[src/instruction_format_decoder_regs.vh]
`ifndef INSTRUCTION_FORMAT_DECODER_REGS_VH
`define INSTRUCTION_FORMAT_DECODER_REGS_VH

// Instruction word and field layout.
`define INSN_WIDTH 32
`define DATA_WIDTH 64
`define OPCODE_HI 31
`define OPCODE_LO 26
`define FIRST_SRC_HI 25
`define FIRST_SRC_LO 21
`define SECOND_SRC_HI 20
`define SECOND_SRC_LO 16
`define MEM_DISP_HI 15
`define MEM_DISP_LO 0
`define BR_DISP_HI 20
`define BR_DISP_LO 0
`define LIT_SEL_BIT 12
`define IMM8_HI 20
`define IMM8_LO 13
`define INT_FUNC_HI 11
`define INT_FUNC_LO 5
`define FP_FUNC_HI 15
`define FP_FUNC_LO 5
`define DEST_HI 4
`define DEST_LO 0
`define LIB_FUNC_HI 25
`define LIB_FUNC_LO 0

// Register number that reads as zero.
`define ZERO_REG 5'h1f

// Format class codes.
`define FMT_LIB 3'h0
`define FMT_MEM 3'h1
`define FMT_MEMFN 3'h2
`define FMT_JUMP 3'h3
`define FMT_BRANCH 3'h4
`define FMT_INTOP 3'h5
`define FMT_FPOP 3'h6
`define FMT_RSVD 3'h7

// Branch test condition codes.
`define COND_EQ 4'h0
`define COND_NE 4'h1
`define COND_LT 4'h2
`define COND_LE 4'h3
`define COND_GT 4'h4
`define COND_GE 4'h5
`define COND_LBC 4'h6
`define COND_LBS 4'h7
`define COND_LTU 4'h8
`define COND_LEU 4'h9
`define COND_GTU 4'ha
`define COND_GEU 4'hb

// Reset values.
`define RST_INSN 32'h0000_0000
`define RST_WORD 64'h0000_0000_0000_0000
`define RST_BIT 1'b0
`define RST_CLASS `FMT_RSVD
`define RST_OPCODE 6'h00
`define RST_FIELD 5'h00
`define RST_FUNC16 16'h0000
`define RST_FUNC7 7'h00
`define RST_FUNC11 11'h000
`define RST_FUNC26 26'h000_0000

`endif

[src/branch_condition_test.v]
`timescale 1ns/1ps
`default_nettype none

module branch_condition_test
(
  // Tested value and relation.
  input wire [63:0] value,
  input wire [3:0] cond,
  // Outcome.
  output reg taken
);

`include "instruction_format_decoder_regs.vh"

  wire isZero;
  wire isNeg;
  assign isZero = (value == `RST_WORD);
  assign isNeg = value[63];

  // Unsigned relations to zero collapse to constants (LTU, GEU) or zero tests (LEU, GTU).
  always @*
  begin
    case (cond)
      `COND_EQ: taken = isZero;
      `COND_NE: taken = !isZero;
      `COND_LT: taken = isNeg;
      `COND_LE: taken = isNeg | isZero;
      `COND_GT: taken = !isNeg & !isZero;
      `COND_GE: taken = !isNeg;
      `COND_LBC: taken = !value[0];
      `COND_LBS: taken = value[0];
      `COND_LTU: taken = 1'b0;
      `COND_LEU: taken = isZero;
      `COND_GTU: taken = !isZero;
      `COND_GEU: taken = 1'b1;
      default: taken = 1'b0;
    endcase
  end

endmodule
`default_nettype wire

[src/instruction_format_decoder.v]
`timescale 1ns/1ps
`default_nettype none

module instruction_format_decoder
#(
  // Three class bits per opcode, opcode 0 in the lowest bits. By default only
  // opcode 0 is a library call word and every other opcode decodes as reserved.
  parameter [191:0] FORMAT_TABLE = {{63{3'h7}}, 3'h0},
  // Opcode that scales its displacement by 65536.
  parameter [5:0] LOAD_ADDRESS_HIGH_OP = 6'h09
)
(
  // Clock and reset.
  input wire clock,
  input wire arst_n,
  // Fetch stage.
  input wire insnValid,
  input wire [31:0] insnWord,
  input wire [63:0] updatedPc,
  input wire [3:0] branchCond,
  // Register file read data for the raw fields.
  input wire [63:0] firstSourceData,
  input wire [63:0] secondSourceData,
  input wire [63:0] fpFirstSourceData,
  input wire [63:0] fpSecondSourceData,
  // Decoded fields.
  output reg decValid_q,
  output reg [2:0] formatClass_q,
  output reg [5:0] opcode_q,
  output reg [4:0] first_source_field_q,
  output reg [4:0] second_source_field_q,
  output reg [4:0] dest_field_q,
  output reg [15:0] memFunction_q,
  output reg [15:0] jumpHint_q,
  output reg [6:0] intFunction_q,
  output reg [10:0] fpFunction_q,
  output reg [25:0] libFunction_q,
  output reg useImm8_q,
  output reg isLoadAddressHigh_q,
  output reg isHalt_q,
  // Operand values and addresses.
  output reg [63:0] firstOperand_q,
  output reg [63:0] secondOperand_q,
  output reg [63:0] memAddress_q,
  output reg [63:0] branchTarget_q,
  output reg branchTaken_q
);

`include "instruction_format_decoder_regs.vh"

  // Reset release.
  reg rstSync1_q;
  reg rstSync2_q;
  wire rstN;
  always @(posedge clock or negedge arst_n)
  begin
    if (!arst_n)
    begin
      rstSync1_q <= 1'b0;
      rstSync2_q <= 1'b0;
    end
    else
    begin
      rstSync1_q <= 1'b1;
      rstSync2_q <= rstSync1_q;
    end
  end
  assign rstN = rstSync2_q;

  function [2:0] classOf;
    input [5:0] op;
    begin
      classOf = FORMAT_TABLE[op * 3 +: 3];
    end
  endfunction

  // Substitutes zero for a register field naming register 31.
  function [63:0] zeroSub;
    input [4:0] field;
    input [63:0] data;
    begin
      zeroSub = (field == `ZERO_REG) ? `RST_WORD : data;
    end
  endfunction

  wire [5:0] opcode = insnWord[`OPCODE_HI:`OPCODE_LO];
  wire [4:0] first_source_field = insnWord[`FIRST_SRC_HI:`FIRST_SRC_LO];
  wire [4:0] second_source_field = insnWord[`SECOND_SRC_HI:`SECOND_SRC_LO];
  wire [4:0] dest_field = insnWord[`DEST_HI:`DEST_LO];
  wire [15:0] memDisp = insnWord[`MEM_DISP_HI:`MEM_DISP_LO];
  wire [20:0] brDisp = insnWord[`BR_DISP_HI:`BR_DISP_LO];
  wire [7:0] imm8_field = insnWord[`IMM8_HI:`IMM8_LO];
  wire litSel = insnWord[`LIT_SEL_BIT];
  wire [2:0] fmt = classOf(opcode);
  wire isLah = (opcode == LOAD_ADDRESS_HIGH_OP);
  // One-hot class decode, shared by the function, hint, load address high, address and branch taken outputs.
  wire [7:0] classHit = 8'h01 << fmt;

  // Operand zero substitution; fields of 31 are how unused fields arrive.
  // Slot order is integer first, integer second, floating first, floating second.
  wire [255:0] rawData;
  wire [19:0] rawField;
  wire [255:0] subData;
  assign rawData = {fpSecondSourceData, fpFirstSourceData, secondSourceData, firstSourceData};
  assign rawField = {second_source_field, first_source_field, second_source_field,
    first_source_field};
  genvar slot;
  generate
    for (slot = 0; slot < 4; slot = slot + 1)
    begin : g_zero_sub
      assign subData[slot*64 +: 64] = zeroSub(rawField[slot*5 +: 5], rawData[slot*64 +: 64]);
    end
  endgenerate
  wire [63:0] intA = subData[63:0];
  wire [63:0] intB = subData[127:64];
  wire [63:0] fpA = subData[191:128];
  wire [63:0] fpB = subData[255:192];

  // Address arithmetic keeps the low 64 bits so overflow simply wraps.
  wire [63:0] dispExt = {{48{memDisp[15]}}, memDisp};
  wire [63:0] dispHigh = {{32{memDisp[15]}}, memDisp, 16'h0000};
  wire [63:0] memAddr = intB + (isLah ? dispHigh : dispExt);
  wire [63:0] brOffset = {{41{brDisp[20]}}, brDisp, 2'b00};
  wire [63:0] brTarget = updatedPc + brOffset;

  wire testTaken;
  branch_condition_test condTest
  (
    .value(intA),
    .cond(branchCond),
    .taken(testTaken)
  );

  // Operand selection by format class.
  reg [63:0] opA;
  reg [63:0] opB;
  reg litUsed;
  always @*
  begin
    opA = intA;
    opB = intB;
    litUsed = 1'b0;
    case (fmt)
      `FMT_INTOP:
      begin
        if (litSel)
        begin
          opB = {56'h0000_0000_0000_00, imm8_field};
          litUsed = 1'b1;
        end
      end
      `FMT_FPOP:
      begin
        // Fields pass through unchanged, so equal fields select one register.
        opA = fpA;
        opB = fpB;
      end
      default:
      begin
        opA = intA;
        opB = intB;
      end
    endcase
  end

  // Next values. Every output register loads on every edge; a cycle without a
  // valid word reloads the held value, except decValid_q which loads 0, so no register needs an enable.
  reg decValid_d;
  reg [2:0] formatClass_d;
  reg [5:0] opcode_d;
  reg [4:0] first_source_field_d;
  reg [4:0] second_source_field_d;
  reg [4:0] dest_field_d;
  reg [15:0] memFunction_d;
  reg [15:0] jumpHint_d;
  reg [6:0] intFunction_d;
  reg [10:0] fpFunction_d;
  reg [25:0] libFunction_d;
  reg useImm8_d;
  reg isLoadAddressHigh_d;
  reg isHalt_d;
  reg [63:0] firstOperand_d;
  reg [63:0] secondOperand_d;
  reg [63:0] memAddress_d;
  reg [63:0] branchTarget_d;
  reg branchTaken_d;

  always @*
  begin
    decValid_d = insnValid;
    formatClass_d = formatClass_q;
    opcode_d = opcode_q;
    first_source_field_d = first_source_field_q;
    second_source_field_d = second_source_field_q;
    dest_field_d = dest_field_q;
    memFunction_d = memFunction_q;
    jumpHint_d = jumpHint_q;
    intFunction_d = intFunction_q;
    fpFunction_d = fpFunction_q;
    libFunction_d = libFunction_q;
    useImm8_d = useImm8_q;
    isLoadAddressHigh_d = isLoadAddressHigh_q;
    isHalt_d = isHalt_q;
    firstOperand_d = firstOperand_q;
    secondOperand_d = secondOperand_q;
    memAddress_d = memAddress_q;
    branchTarget_d = branchTarget_q;
    branchTaken_d = branchTaken_q;
    if (insnValid)
    begin
      formatClass_d = fmt;
      opcode_d = opcode;
      first_source_field_d = first_source_field;
      second_source_field_d = second_source_field;
      dest_field_d = dest_field;
      memFunction_d = classHit[`FMT_MEMFN] ? memDisp : 16'h0000;
      jumpHint_d = classHit[`FMT_JUMP] ? memDisp : 16'h0000;
      intFunction_d = insnWord[`INT_FUNC_HI:`INT_FUNC_LO];
      fpFunction_d = insnWord[`FP_FUNC_HI:`FP_FUNC_LO];
      libFunction_d = insnWord[`LIB_FUNC_HI:`LIB_FUNC_LO];
      useImm8_d = litUsed;
      isLoadAddressHigh_d = isLah && classHit[`FMT_MEM];
      isHalt_d = (insnWord == `RST_INSN);
      firstOperand_d = opA;
      secondOperand_d = opB;
      // Jump words use the register value alone as their target.
      memAddress_d = classHit[`FMT_JUMP] ? intB : memAddr;
      branchTarget_d = brTarget;
      branchTaken_d = classHit[`FMT_BRANCH] && testTaken;
    end
  end

  always @(posedge clock or negedge rstN)
  begin
    if (!rstN)
    begin
      decValid_q <= `RST_BIT;
      formatClass_q <= `RST_CLASS;
      opcode_q <= `RST_OPCODE;
      first_source_field_q <= `RST_FIELD;
      second_source_field_q <= `RST_FIELD;
      dest_field_q <= `RST_FIELD;
      memFunction_q <= `RST_FUNC16;
      jumpHint_q <= `RST_FUNC16;
      intFunction_q <= `RST_FUNC7;
      fpFunction_q <= `RST_FUNC11;
      libFunction_q <= `RST_FUNC26;
      useImm8_q <= `RST_BIT;
      isLoadAddressHigh_q <= `RST_BIT;
      isHalt_q <= `RST_BIT;
      firstOperand_q <= `RST_WORD;
      secondOperand_q <= `RST_WORD;
      memAddress_q <= `RST_WORD;
      branchTarget_q <= `RST_WORD;
      branchTaken_q <= `RST_BIT;
    end
    else
    begin
      decValid_q <= decValid_d;
      formatClass_q <= formatClass_d;
      opcode_q <= opcode_d;
      first_source_field_q <= first_source_field_d;
      second_source_field_q <= second_source_field_d;
      dest_field_q <= dest_field_d;
      memFunction_q <= memFunction_d;
      jumpHint_q <= jumpHint_d;
      intFunction_q <= intFunction_d;
      fpFunction_q <= fpFunction_d;
      libFunction_q <= libFunction_d;
      useImm8_q <= useImm8_d;
      isLoadAddressHigh_q <= isLoadAddressHigh_d;
      isHalt_q <= isHalt_d;
      firstOperand_q <= firstOperand_d;
      secondOperand_q <= secondOperand_d;
      memAddress_q <= memAddress_d;
      branchTarget_q <= branchTarget_d;
      branchTaken_q <= branchTaken_d;
    end
  end

endmodule
`default_nettype wire

[config.mk]
export PLATFORM = sky130hd
export DESIGN_NAME = instruction_format_decoder
export DESIGN_NICKNAME = d
export VERILOG_FILES = /design/src/branch_condition_test.v /design/src/instruction_format_decoder.v
export VERILOG_INCLUDE_DIRS = /design/src
export SDC_FILE = /design/constraint.sdc
export NUM_CORES = 1
export LEC_CHECK = 0
export ABC_CLOCK_PERIOD_IN_PS = 23600
export BUFFER_PORTS_ARGS = -buffer_cell sky130_fd_sc_hd__buf_2
export CAP_MARGIN = 40
export CELL_PAD_IN_SITES_DETAIL_PLACEMENT = 0
export CELL_PAD_IN_SITES_GLOBAL_PLACEMENT = 2
export CORE_ASPECT_RATIO = 0.5
export CORE_MARGIN = 3
export CORE_UTILIZATION = 33
export CTS_BUF_LIST = sky130_fd_sc_hd__clkbuf_4 sky130_fd_sc_hd__clkbuf_8
export DETAILED_ROUTE_END_ITERATION = 6
export PLACE_DENSITY_LB_ADDON = 0.15
export SYNTH_ARGS = -nofsm -noshare
export SYNTH_HDL_FRONTEND = slang
export SYNTH_SLANG_ARGS = --single-unit
[constraint.sdc]
create_clock -name clock -period 23.6 [get_ports clock]
set_clock_uncertainty 0.2 [all_clocks]
set_input_delay 1.18 -clock clock [delete_from_list [all_inputs] [get_ports clock]]
set_output_delay 1.18 -clock clock [all_outputs]
set_load 0.05 [all_outputs]
After elaboration in Yosys (flattened, before gate mapping) --
Index checks and enable logic that the tools add are counted.
Operators by class: mux-type cells 14, add/sub/neg operators 2, $mul 1, shift-type cells 2, reduce and logical (&&, ||, !) cells 10, eq/ne operators 15, bitwise logic cells 2
Operators by type and width (count):
- $mux W64 | 7
- $shiftx A192 B9 Y3 const A | 1
- $add A64 B64 Y64 | 2
- $pmux W64 S2 | 1
- $logic_not A64 Y1 | 1
- $logic_not A32 Y1 | 1
- $mux W16 | 2
- $mux W31 | 1
- $eq A4 B3 Y1 const B | 4
- $eq A4 B4 Y1 const B | 3
- $eq A5 B5 Y1 const B | 2
- $pmux W1 S9 | 1
- $eq A4 B2 Y1 const B | 2
- $mul A6 B2 Y8 const B | 1
- $eq A3 B3 Y1 const B | 2
- $eq A6 B4 Y1 const B | 1
- $shl A1 B3 Y5 const A | 1
- $eq A4 B1 Y1 const B | 1
- $logic_not A4 Y1 | 1
- $reduce_or A2 Y1 | 2
- $logic_not A1 Y1 | 3
- $logic_and A1 B1 Y1 | 2
- $mux W1 | 2
- $and A1 B1 Y1 | 1
- $or A1 B1 Y1 | 1
Word-level totals: bits of input ports 359, output and inout port bits 361, register bits 363, logic and storage cells 67

Logic depth before layout (Yosys ltp) --
Gate-level depths: netlist of the first run.
word-level depth 7, depth in mapped cells 19, gate-level depth less buffers 17

Least setup slack after synthesis of the first run --
OpenSTA, ideal clock, no wires.
path type in2reg, start input insnWord[27], end register memAddress_q[46], slack 17.856 ns, arrival time 5.419 ns, required time 23.275 ns, buffers on the path 3, stages on the path 19, setup time 0.125 ns, cells stage by stage or4_4 nor2_1 buf_4 buf_2 clkbuf_1 nor2b_1 ha_1 fa_1 a211oi_1 o21ai_0 a211oi_1 o21ai_0 a21oi_1 o311ai_2 a21oi_1 o21bai_1 a21oi_1 xnor2_1 mux2_2
Between the ends: word-level cells in the longest chain between the ends 4, elaborated cells on any way between the ends 7, those cells by class add/sub: 1; mul: 1; eq/ne: 1; shift: 2; mux: 2
Ends and longest elaborated chain:
- from (decl) | RTL line instruction_format_decoder.v:18 | input wire [31:0] insnWord,
- $mul A6 B2 Y8 / $eq A6 B4 Y1 (equally long branches) | RTL line instruction_format_decoder.v:73, instruction_format_decoder.v:95
- $shiftx A192 B9 Y3 / $mux W31 (equally long branches) | RTL line instruction_format_decoder.v:73, instruction_format_decoder.v:122
- $shl A1 B3 Y5 / $add A64 B64 Y64 (equally long branches) | RTL line instruction_format_decoder.v:97, instruction_format_decoder.v:122
- $mux W64 (*) | RTL line instruction_format_decoder.v:227 | memAddress_d = classHit[`FMT_JUMP] ? intB : memAddr;
- to (signal assigned) | RTL line instruction_format_decoder.v:253 | memAddress_q <= `RST_WORD;
- to (signal assigned) | RTL line instruction_format_decoder.v:275 | memAddress_q <= memAddress_d;
- to (decl) | RTL line instruction_format_decoder.v:44 | output reg [63:0] memAddress_q,
Every way passes the cells marked *; elsewhere a longest branch is shown, timed or not. A chain may end at the register's enable or synchronous reset.

Final worst setup path of the first run --
Same ends and word-level chain as after synthesis.

==> impl_metrics.csv, run 1 <==
group,metric,value,unit
worst_setup_path,rrSetupSlack,21.08,ns
global_route,global_route.usage.total,21.7,%
sta,slew_viol_final,0,
die,dieArea,61200,um^2
worst_setup_path,reg2reg_from,"rstN$_DFF_PN0_",
yosys,yosysSeqAreaShare,38.2,%
sta,post-route-period-util,25.3,%
worst_setup_path,critPathRequiredTime,23.90,ns
clock_tree,clock-sinks,293,
global_route,grt-ovfl-total,0,
cells_and_area,nFillCells,5849,
worst_setup_path,critPathTopFamily,"compound AO/OA/AOI/OAI gates",
global_route,grt_pass1_wl,102000,um
yosys,yosys_warnings,0,
clock_tree,cts_root_buf,"clkbuf_8",
sta,hold_violations,0,
die,io_pins,720,
clock_tree,postCtsSetupBuffers,0,
drt,via_per_inst,5.10,
worst_setup_path,cp.arrival,6.28,ns
sta,hold_ws,0.0871,ns
worst_setup_path,crit_buf_inv,2,
clock_tree,cts_hold_buffers,0,
power,powerDensity,84.2,nW/um^2
worst_setup_path,path_max_fanout,30,
global_route,grt_pass1_vias,16250,
clock_tree,clockBufferDepth,3,
drt,ant_nets,0,
clock_tree,cts_made_buffers,49,
power,peakVddDrop,39.4,uV
cells_and_area,syn_to_final_growth,22.1,%
worst_setup_path,cp-endpoint,"memAddress_q[46]$_DFFE_PN0P_",
global_route,grt_max_degree,145,
yosys,ys_types,82,
clock_tree,cts_tree,"built",
sta,setup-violations-final,0,
die,floorplan.die.width,347,um
worst_setup_path,crit_top_cell,"a21oi_1",
worst_setup_path,end_kind,"flop",
sta,max_clock_freq,167,MHz
yosys,netlist_instances,1929,
worst_setup_path,critPathLaunch,"insnWord[27]",
die,num_rows,61,
drt,wl_per_cell,21.5,um
place,routabilityCongestion,0.853,
drt,vias,16398,
die,core,56500,um^2
outcome,status,"finished, final reports clean",
sta,finalSetupTns,0,ns
die,initial_utilization,34.0,%
place,io_buffers,552,
place,hpwl,53000,um
worst_setup_path,start_kind,"input pin",
global_route,antenna_found_initial,10,
worst_setup_path,max_stage_delay,0.59,ns
yosys,synth_area,19200,um^2
drt,wirelength,69000,um
worst_setup_path,crit_chain,"buf_2 > or4_4 > nor2_2 > buf_4 > nor2b_1 > ha_1 > fa_1 > a211oi_1 > o21ai_0 > a211oi_1 > o21ai_0 > a21oi_1 > o311ai_2 > a21oi_1 > o21bai_1 > a21oi_1 > xnor2_1 > mux2_2",
sta,grt_setup_unrepaired,"false",
yosys,synth_edf_count,0,
cells_and_area,drive_gt1_share,35.8,%
power,p_leak,11.2,nW
die,dieHeight,176,um
clock_tree,clock_latency,0.64,ns
hold_path,hold_path_class,"reg2async",
drt,drt_iter0_drc,995,
drt,drc,0,
clock_tree,cts_resized,0,
yosys,synth-main-ff-cell,"dfrtp_1",
yosys,async_flop_share,100,%
clock_tree,path_clk_slew,0.07,ns
drt,dr.pass1.iters,5,
worst_setup_path,worst_r2r_endpoint,"branchTarget_q[58]$_DFFE_PN0P_",
yosys,ys_ff_latch,293,
yosys,syn_area_per_cell,9.94,um^2
worst_setup_path,reg2reg_depth,2,
worst_setup_path,critical_path_class,"in2reg",
clock_tree,h-tree-depth,2,
sta,worst_pin_slew,0.933,ns
cells_and_area,num-nets-final,2897,
worst_setup_path,path_depth,18,
worst_setup_path,cp_slowest_cell,"a21oi_1",
sta,slew_headroom,37.8,%
sta,period_needed,5.98,ns
flow_run,max-cap-violations,0,
## worst min path at each step
stage,to,slack [ns]
3_3_place_gp,firstOperand_q[37]$_DFFE_PN0P_,0.09
6_report,firstOperand_q[37]$_DFFE_PN0P_,0.09
3_5_place_dp,decValid_q$_DFF_PN0_,0.1
5_1_grt,rstN$_DFF_PN0_,0.05
4_1_cts,rstN$_DFF_PN0_,0.03
2_1_floorplan,rstN$_DFF_PN0_,0.13
## registers in the layout, indices dropped and copies added (netlist names), 5 cells and up
| name | count |
|---|---|
| branchTarget_q | 64 |
| firstOperand_q | 64 |
| memAddress_q | 64 |
| secondOperand_q | 64 |
| intFunction_q | 6 |
| opcode_q | 6 |
| first_source_field_q | 5 |
## power by group
group	switching, mW	total, mW	internal [mW]	leakage, nW
logic	0.586	0.818	0.232	7.17
clock network	0.237	0.524	0.286	0.586
registers	0.0453	0.631	0.586	3.47
total	0.868	1.97	1.10	11.2
## cell usage in the layout, fill, tap and decap left out, types with 13 or more instances in the layout
cell | synthesis | layout
nor3_1 | 22 | 22
a22o_1 | 66 | 66
a21oi_1 | 141 | 141
buf_4 | 72 | 13
clkbuf_8 | 0 | 60
o21bai_1 | 28 | 28
o21a_1 | 16 | 16
a211oi_1 | 16 | 16
and3_1 | 14 | 14
nor2_1 | 81 | 80
buf_2 | 3 | 551
conb_1 | 2 | 36
mux2_2 | 191 | 191
o31ai_1 | 13 | 13
nand4_1 | 30 | 30
a21o_1 | 74 | 74
nand2_1 | 103 | 102
ha_1 | 120 | 120
a31oi_1 | 17 | 16
clkbuf_4 | 0 | 13
nor2b_1 | 24 | 24
xor2_1 | 43 | 43
nand3_1 | 42 | 42
inv_1 | 59 | 58
and2_1 | 61 | 61
o21ai_0 | 83 | 83
xnor2_1 | 79 | 79
dfrtp_1 | 292 | 291
## per-stage QoR
step / instance area [um^2] / worst slack (ns) / power, mW / util, % / instances
finish: 23400 / 17.62 / 1.97 / 41.5 / 3213
global route: 23400 / 17.40 / 2.08 / 41.5 / 3213
floorplan: 19300 / 14.63 / 1.25 / - / 1963
CTS: 23400 / 17.66 / 2.00 / 41.4 / 3208
global placement: 22300 / 16.99 / 1.46 / 39.4 / 3120
detailed placement: 22300 / 17.02 / 1.46 / 39.5 / 3121
## cell usage after synthesis, types with 7 or more instances
cell / count / area, um^2
inv_1: 59 / 221
a211o_1: 7 / 61.3
nor2b_1: 24 / 150
a22o_1: 66 / 578
buf_4: 72 / 541
clkbuf_1: 84 / 315
nand2b_1: 8 / 50.1
a21o_1: 74 / 556
nand2_1: 103 / 387
xnor2_1: 79 / 692
nor4_1: 13 / 81.3
o211ai_1: 12 / 90.1
nor3_1: 22 / 110
a31oi_1: 17 / 106
xor2_1: 43 / 377
o21a_1: 16 / 120
ha_1: 120 / 1500
o31ai_1: 13 / 97.6
mux2_2: 191 / 2150
nor2_1: 81 / 304
dfrtp_1: 292 / 7310
a21oi_1: 141 / 706
o21ai_0: 83 / 415
and2_1: 61 / 382
o21bai_1: 28 / 210
nand3_1: 42 / 210
a211oi_1: 16 / 120
and3_1: 14 / 87.6
nand4_1: 30 / 188
or3_1: 9 / 56.3
## metal layers
layer	vias to the layer above	wire, um	GRT usage, %
met4	4	1550	5.39
met2	339	33500	36.4
met1	7987	31300	29.3
met3	95	2540	3.38
met5	-	33	0
li1	7973	-	-
## worst reg2reg max path, stage by stage (launching register included)
cell,delay [ns]
dfrtp_4,0.73
buf_4,0.70
buf_12,0.62
## final cells by class
cell class                 instances  area [um^2]  area share [%]
tap                              756          946            4.04
clock inverter                    14          183           0.780
sequential                       293         7340            31.3
antenna                            5         12.5          0.0534
clock buffer                      73          923            3.94
inverter                          59          224           0.956
timing repair buffer             567         2920            12.5
multi-input combinational       1446        10900            46.4
## cells by family (layout without fill, tap and decap cells)
kind of cell	after synthesis	count (layout)	share of synthesized area (%)
AND/OR/NAND/NOR	424	424	11.2
buffers and inverters	224	713	5.89
XOR/XNOR	122	122	5.57
flip-flops	293	293	38.2
adder cells (fa/ha/maj)	122	122	8.04
multiplexers	192	192	11.3
AO/OA/AOI/OAI	550	550	19.8
other	2	41	0.0392
Power figures use the tool's default switching activity.
==> run 2: changes to the inputs <==
--- a/config.mk
+++ b/config.mk
@@ -6,14 +6,14 @@
 export SDC_FILE = /design/constraint.sdc
 export NUM_CORES = 1
 export LEC_CHECK = 0
-export ABC_CLOCK_PERIOD_IN_PS = 23600
+export ABC_CLOCK_PERIOD_IN_PS = 6200
 export BUFFER_PORTS_ARGS = -buffer_cell sky130_fd_sc_hd__buf_2
 export CAP_MARGIN = 40
 export CELL_PAD_IN_SITES_DETAIL_PLACEMENT = 0
 export CELL_PAD_IN_SITES_GLOBAL_PLACEMENT = 2
 export CORE_ASPECT_RATIO = 0.5
 export CORE_MARGIN = 3
-export CORE_UTILIZATION = 33
+export CORE_UTILIZATION = 30
 export CTS_BUF_LIST = sky130_fd_sc_hd__clkbuf_4 sky130_fd_sc_hd__clkbuf_8
 export DETAILED_ROUTE_END_ITERATION = 6
 export PLACE_DENSITY_LB_ADDON = 0.15
==> constraint.sdc (replaced) <==
create_clock -name clock -period 6.2 [get_ports clock]
set_clock_uncertainty 0.2 [all_clocks]
set_input_delay 0.31 -clock clock [delete_from_list [all_inputs] [get_ports clock]]
set_output_delay 0.31 -clock clock [all_outputs]
set_load 0.05 [all_outputs]
==> run 2 against run 1 <==
Effect of this change:
- first-iteration DRC count down 0.20%
- combinational power grew to 3.9 times the previous value
- die area is 9.7% higher
- worst setup slack worse by 17 ns
- global-route usage is 1.1 points lower
- sequential share of layout area decreased by 2.4 points
- power rose to 3.9 times the previous value
- critical path depth unchanged
- highest routed layer unchanged
==> impl_metrics.csv, run 2 (same netlist as run 1, synthesis figures left out) <==
group,metric,value,unit
hold_path,hold_depth,3,
worst_setup_path,reg2reg_depth,1,
power,pwr-share-seq,31.1,%
die,initial_utilization,30.9,%
clock_tree,postCtsSetupBuffers,0,
power,switching_power,3.33,mW
sta,setup-violations-final,0,
global_route,antenna_found_initial,5,
drt,wirelength,71900,um
drt,drc,0,
clock_tree,cts_made_buffers,49,
power,comb_power_share,41.7,%
die,core,62100,um^2
drt,vias,17072,
cells_and_area,mostFrequentLayoutCells,"buf_2 (551), dfrtp_1 (291), mux2_2 (191)",
worst_setup_path,critPathRequiredTime,6.51,ns
drt,drt_iter0_drc,993,
die,dieHeight,185,um
hold_path,hold_end,"secondOperand_q[29]$_DFFE_PN0P_",
worst_setup_path,end_kind,"flop",
sta,period_needed,5.36,ns
power,netSwitchingFraction,43.1,%
sta,slew_headroom,36.9,%
worst_setup_path,worst_r2r_endpoint,"branchTarget_q[37]$_DFFE_PN0P_",
drt,via_per_inst,4.94,
cells_and_area,nFillCells,6356,
global_route,grt-ovfl-total,0,
worst_setup_path,rrSetupSlack,4.30,ns
clock_tree,clock-sinks,293,
sta,hold_violations,0,
clock_tree,cts_root_buf,"clkbuf_8",
power,clockPowerShare,27.2,%
worst_setup_path,start_kind,"input pin",
sta,slew_viol_final,0,
cells_and_area,num-nets-final,3072,
worst_setup_path,reg2reg_from,"rstN$_DFF_PN0_",
drt,dr.pass1.iters,5,
clock_tree,clock_latency,0.63,ns
drt,wl_per_cell,20.8,um
global_route,grt_pass1_vias,17147,
sta,post-route-period-util,86.5,%
sta,max_clock_freq,187,MHz
clock_tree,cts_tree,"built",
global_route,grt_max_degree,152,
sta,finalSetupTns,0,ns
worst_setup_path,critical_path_class,"in2reg",
clock_tree,h-tree-depth,2,
cells_and_area,syn_to_final_growth,32.1,%
cells_and_area,drive_gt1_share,33.6,%
clock_tree,clockBufferDepth,3,
place,routabilityCongestion,0.826,
drt,ant_nets,0,
clock_tree,path_clk_slew,0.07,ns
cells_and_area,layout_commonest_cell,"buf_2",
place,io_buffers,552,
die,io_pins,720,
sta,grt_setup_unrepaired,"false",
worst_setup_path,path_max_fanout,28,
power,peakVddDrop,135,uV
die,dieArea,67200,um^2
place,hpwl,54600,um
outcome,status,"finished, final reports clean",
power,powerDensity,305,nW/um^2
global_route,grt_pass1_wl,106000,um
hold_path,hold_path_class,"in2reg",
sta,worst_pin_slew,0.947,ns
worst_setup_path,cp.arrival,5.67,ns
flow_run,max-cap-violations,0,
power,p_leak,12.0,nW
global_route,global_route.usage.total,20.5,%
hold_path,min_from,"secondSourceData[29]",
die,num_rows,64,
cells_and_area,utilization,40.8,%
power,p_int,4.39,mW
die,floorplan.die.width,364,um
## run 2: cell count changes in the layout (fill, tap and decap cells not counted), sizes merged
cell | previous run | this run
dlygate4sd3 | 0 | 172
clkinv | 10 | 6
buf | 567 | 570
bufinv | 3 | 5
diode | 5 | 3
inv | 60 | 62
clkbuf | 73 | 74
clkinvlp | 0 | 1
## run 2: power groups by stage
stage	Combinational (mW)	Sequential [mW]	Clock, mW
floorplan	1.19	3.58	0
global placement	3.16	2.43	0
detailed placement	3.16	2.44	0
CTS	3.26	2.41	2.19
global route	3.42	2.45	2.28
finish	3.22	2.40	2.10
## run 2: layout make-up
type	instances	area (um^2)	area share [%]
multi-input cells	1446	10900	42.9
flip-flops and latches	293	7340	29.0
repair buffers	742	4690	18.5
well taps	825	1030	4.07
clock buffers	74	956	3.77
inverters	59	224	0.884
clock inverters	15	221	0.874
diodes	3	7.51	0.0296
## run 2: worst max-delay path by stage
stage                   startpoint                             to  depth (start not counted)
floorplan           rstN$_DFF_PN0_  branchTarget_q[0]$_DFFE_PN0P_                          0
global placement      insnWord[27]   memAddress_q[58]$_DFFE_PN0P_                         17
detailed placement    insnWord[27]   memAddress_q[58]$_DFFE_PN0P_                         17
CTS                   insnWord[27]   memAddress_q[58]$_DFFE_PN0P_                         18
global route          insnWord[27]   memAddress_q[58]$_DFFE_PN0P_                         18
finish                insnWord[27]   memAddress_q[58]$_DFFE_PN0P_                         18
## run 2: through the flow
stage	power (mW)	instances	area [um^2]	setup slack, ns	hold slack [ns]
6_report	7.72	3457	25300	0.838	0.0498
5_1_grt	8.15	3457	25300	0.536	0.0151
4_1_cts	7.85	3454	25300	0.906	0.00201
3_5_place_dp	5.60	3193	22400	0.802	-0.102
3_3_place_gp	5.59	3192	22400	0.795	-0.104
2_1_floorplan	4.77	1963	19300	1.20	-0.186
## run 2: per-layer routing
metal  GRT usage (%)  wire length (um)
met1            27.2             32100
met2            35.5             35600
met4            4.82              1610
met5               0                13
met3            2.94              2540
## run 2: repair_timing
item / in CTS / in global routing
hold buffers: 172 / 0
endpoints found under the hold margin: 174 / 0
resized for setup: 0 / 0
## run 2: critical path: stages
cell           delay [ns]
dlygate4sd3_1        0.54
buf_2                0.15
or4_4                0.57
nor2_2               0.22
buf_4                0.37
nor2b_1              0.09
ha_1                 0.37
a211oi_1             0.11
o21ai_0              0.36
a211oi_1             0.17
o21ai_0              0.39
a21oi_1              0.28
o311ai_2             0.42
nand2_1              0.20
o211ai_1             0.48
a21boi_0             0.20
xnor2_1              0.16
mux2_2               0.26
==> run 3: changes to the inputs <==
--- a/config.mk
+++ b/config.mk
@@ -6,14 +6,14 @@
 export SDC_FILE = /design/constraint.sdc
 export NUM_CORES = 1
 export LEC_CHECK = 0
-export ABC_CLOCK_PERIOD_IN_PS = 6200
+export ABC_CLOCK_PERIOD_IN_PS = 6500
 export BUFFER_PORTS_ARGS = -buffer_cell sky130_fd_sc_hd__buf_2
 export CAP_MARGIN = 40
 export CELL_PAD_IN_SITES_DETAIL_PLACEMENT = 0
 export CELL_PAD_IN_SITES_GLOBAL_PLACEMENT = 2
 export CORE_ASPECT_RATIO = 0.5
 export CORE_MARGIN = 3
-export CORE_UTILIZATION = 30
+export CORE_UTILIZATION = 33
 export CTS_BUF_LIST = sky130_fd_sc_hd__clkbuf_4 sky130_fd_sc_hd__clkbuf_8
 export DETAILED_ROUTE_END_ITERATION = 6
 export PLACE_DENSITY_LB_ADDON = 0.15
==> constraint.sdc (replaced) <==
create_clock -name clock -period 6.5 [get_ports clock]
set_clock_uncertainty 0.2 [all_clocks]
set_input_delay 0.325 -clock clock [delete_from_list [all_inputs] [get_ports clock]]
set_output_delay 0.325 -clock clock [all_outputs]
set_load 0.05 [all_outputs]
==> run 3 against run 2 <==
Effect of this change:
- first-iteration DRC count is 3.3% higher
- power is 6.9% lower
- sequential cell count stayed put
- register-to-register slack better by 0.41 ns
- clock-buffer cell count is 1 lower
- critical path depth is 1 higher
- via count is 0.32% higher
- global-route usage is 1.7 points higher
- cell count is 1.8% lower
- sequential share of layout area is 0.17 points higher
- sequential power is 5% lower
- worst hold slack worse by 0.012 ns
- critical path type unchanged
- critical endpoint is now memAddress_q[56]$_DFFE_PN0P_
- largest cell class unchanged
==> impl_metrics.csv, run 3 (same netlist as run 1, synthesis figures left out) <==
group,metric,value,unit
outcome,status,"finished, final reports clean",
cells_and_area,final_area,25200,um^2
hold_path,min_from,"insnWord[0]",
worst_setup_path,path_max_fanout,13,
sta,hold_violations,0,
die,core,56500,um^2
hold_path,hold_path_class,"in2reg",
sta,slew_viol_final,0,
die,dieHeight,176,um
global_route,antenna_found_initial,7,
drt,drc,0,
sta,worst_pin_slew,0.919,ns
global_route,grt_max_degree,156,
die,num_rows,61,
clock_tree,path_clk_slew,0.08,ns
sta,setup-violations-final,0,
place,dpl.cell_count,3127,
worst_setup_path,cp-endpoint,"memAddress_q[56]$_DFFE_PN0P_",
worst_setup_path,reg2reg_from,"rstN$_DFF_PN0_",
cells_and_area,mostFrequentLayoutCells,"buf_2 (551), dfrtp_1 (291), mux2_2 (191)",
clock_tree,clock-sinks,293,
power,powerDensity,285,nW/um^2
place,hpwl,53500,um
sta,period_needed,5.40,ns
worst_setup_path,critPathRequiredTime,6.81,ns
cells_and_area,nFillCells,5697,
sta,post-route-period-util,83.1,%
die,io_pins,720,
worst_setup_path,rrSetupSlack,4.71,ns
cells_and_area,area.sequential,7340,um^2
sta,grt_setup_unrepaired,"false",
clock_tree,h-tree-depth,2,
cells_and_area,multi_input_area,10900,um^2
cells_and_area,stdcell_count,3394,
drt,wirelength,70100,um
flow_run,max-cap-violations,0,
drt,vias,17127,
clock_tree,cts_root_buf,"clkbuf_8",
worst_setup_path,reg2reg_depth,2,
cells_and_area,layout_commonest_cell,"buf_2",
global_route,grt_pass1_wl,106000,um
die,initial_utilization,34.0,%
cells_and_area,syn_to_final_growth,31.3,%
clock_tree,postCtsSetupBuffers,0,
power,peakVddDrop,155,uV
worst_setup_path,worst_r2r_endpoint,"branchTarget_q[44]$_DFFE_PN0P_",
place,routabilityCongestion,0.845,
clock_tree,clockBufferDepth,3,
place,io_buffers,552,
worst_setup_path,end_kind,"flop",
sta,finalSetupTns,0,ns
sta,slew_headroom,38.7,%
cells_and_area,drive_gt1_share,33.6,%
worst_setup_path,critPathLaunch,"insnWord[27]",
worst_setup_path,cp.arrival,5.71,ns
die,dieArea,61200,um^2
drt,ant_nets,0,
global_route,global_route.usage.total,22.2,%
worst_setup_path,critical_path_class,"in2reg",
global_route,grt-ovfl-total,0,
place,dpl_cell_area,22400,um^2
die,floorplan.die.width,347,um
global_route,grt_pass1_vias,17687,
drt,drt_iter0_drc,1026,
cells_and_area,num-nets-final,3075,
drt,dr.pass1.iters,5,
clock_tree,cts_made_buffers,48,
worst_setup_path,start_kind,"input pin",
clock_tree,clock_latency,0.62,ns
drt,wl_per_cell,20.7,um
clock_tree,cts_resized,0,
clock_tree,cts_tree,"built",
power,p_leak,12.0,nW
drt,via_per_inst,5.05,
sta,max_clock_freq,185,MHz
-- run 3: worst min-delay path by stage --
stage / to / slack [ns] / cells past startpoint
after global routing: dest_field_q[0]$_DFFE_PN0P_ / 0.02 / 2
final: dest_field_q[0]$_DFFE_PN0P_ / 0.04 / 2
after CTS: dest_field_q[0]$_DFFE_PN0P_ / 0.004 / 2
after global placement: rstSync1_q$_DFF_PN0_ / -0.09 / 1
after detailed placement: rstSync1_q$_DFF_PN0_ / -0.09 / 1
after floorplan: rstN$_DFF_PN0_ / -0.17 / 0
-- run 3: timing repair --
| action | in CTS | in global routing |
|---|---|---|
| hold buffers | 173 | 0 |
| endpoints found under the setup margin | 0 | 0 |
| endpoints found under the hold margin | 184 | 0 |
-- run 3: per-layer routing --
metal | vias up | track usage (%) | wire [um]
li1 | 8284 | - | -
met1 | 8403 | 29.0 | 31500
met2 | 328 | 38.3 | 34600
met3 | 110 | 3.46 | 2390
met4 | 2 | 5.96 | 1670
met5 | - | 0 | 13
-- run 3: worst max-delay path: stages --
cell	delay (ns)
dlygate4sd3_1	0.55
buf_2	0.16
or4_4	0.56
nor2_2	0.11
buf_4	0.21
nor2b_1	0.08
ha_1	0.22
fa_1	0.44
a211oi_1	0.33
o21ai_0	0.23
a211oi_1	0.44
o21ai_0	0.23
a21oi_1	0.46
o311ai_2	0.24
nand2_1	0.19
a31o_2	0.30
o31ai_4	0.09
nor4b_1	0.15
or3_1	0.38
-- run 3: area by class of cell --
type / instances / area share [%]
flip-flops and latches: 293 / 29.1
repair buffers: 746 / 18.8
clock buffers: 73 / 3.62
multi-input cells: 1446 / 43.2
diodes: 6 / 0.0596
clock inverters: 15 / 0.611
well taps: 756 / 3.76
inverters: 59 / 0.889
-- run 3: metrics by stage --
stage                     utilization [%]  power (mW)  hold WS (ns)  setup WS (ns)
after global routing                 44.6        7.58        0.0189          0.785
after CTS                            44.6        7.29       0.00437           1.23
final                                44.6        7.19        0.0373           1.10
after detailed placement             39.6        5.33       -0.0884           1.13
after floorplan                         -        4.55        -0.171           1.50
after global placement               39.5        5.31       -0.0886           1.10
-- run 3: where the power goes --
| group | switching [mW] | internal, mW | leakage, nW |
|---|---|---|---|
| Combinational | 2.15 | 0.919 | 7.93 |
| Clock | 0.845 | 0.986 | 0.565 |
| Sequential | 0.163 | 2.13 | 3.47 |
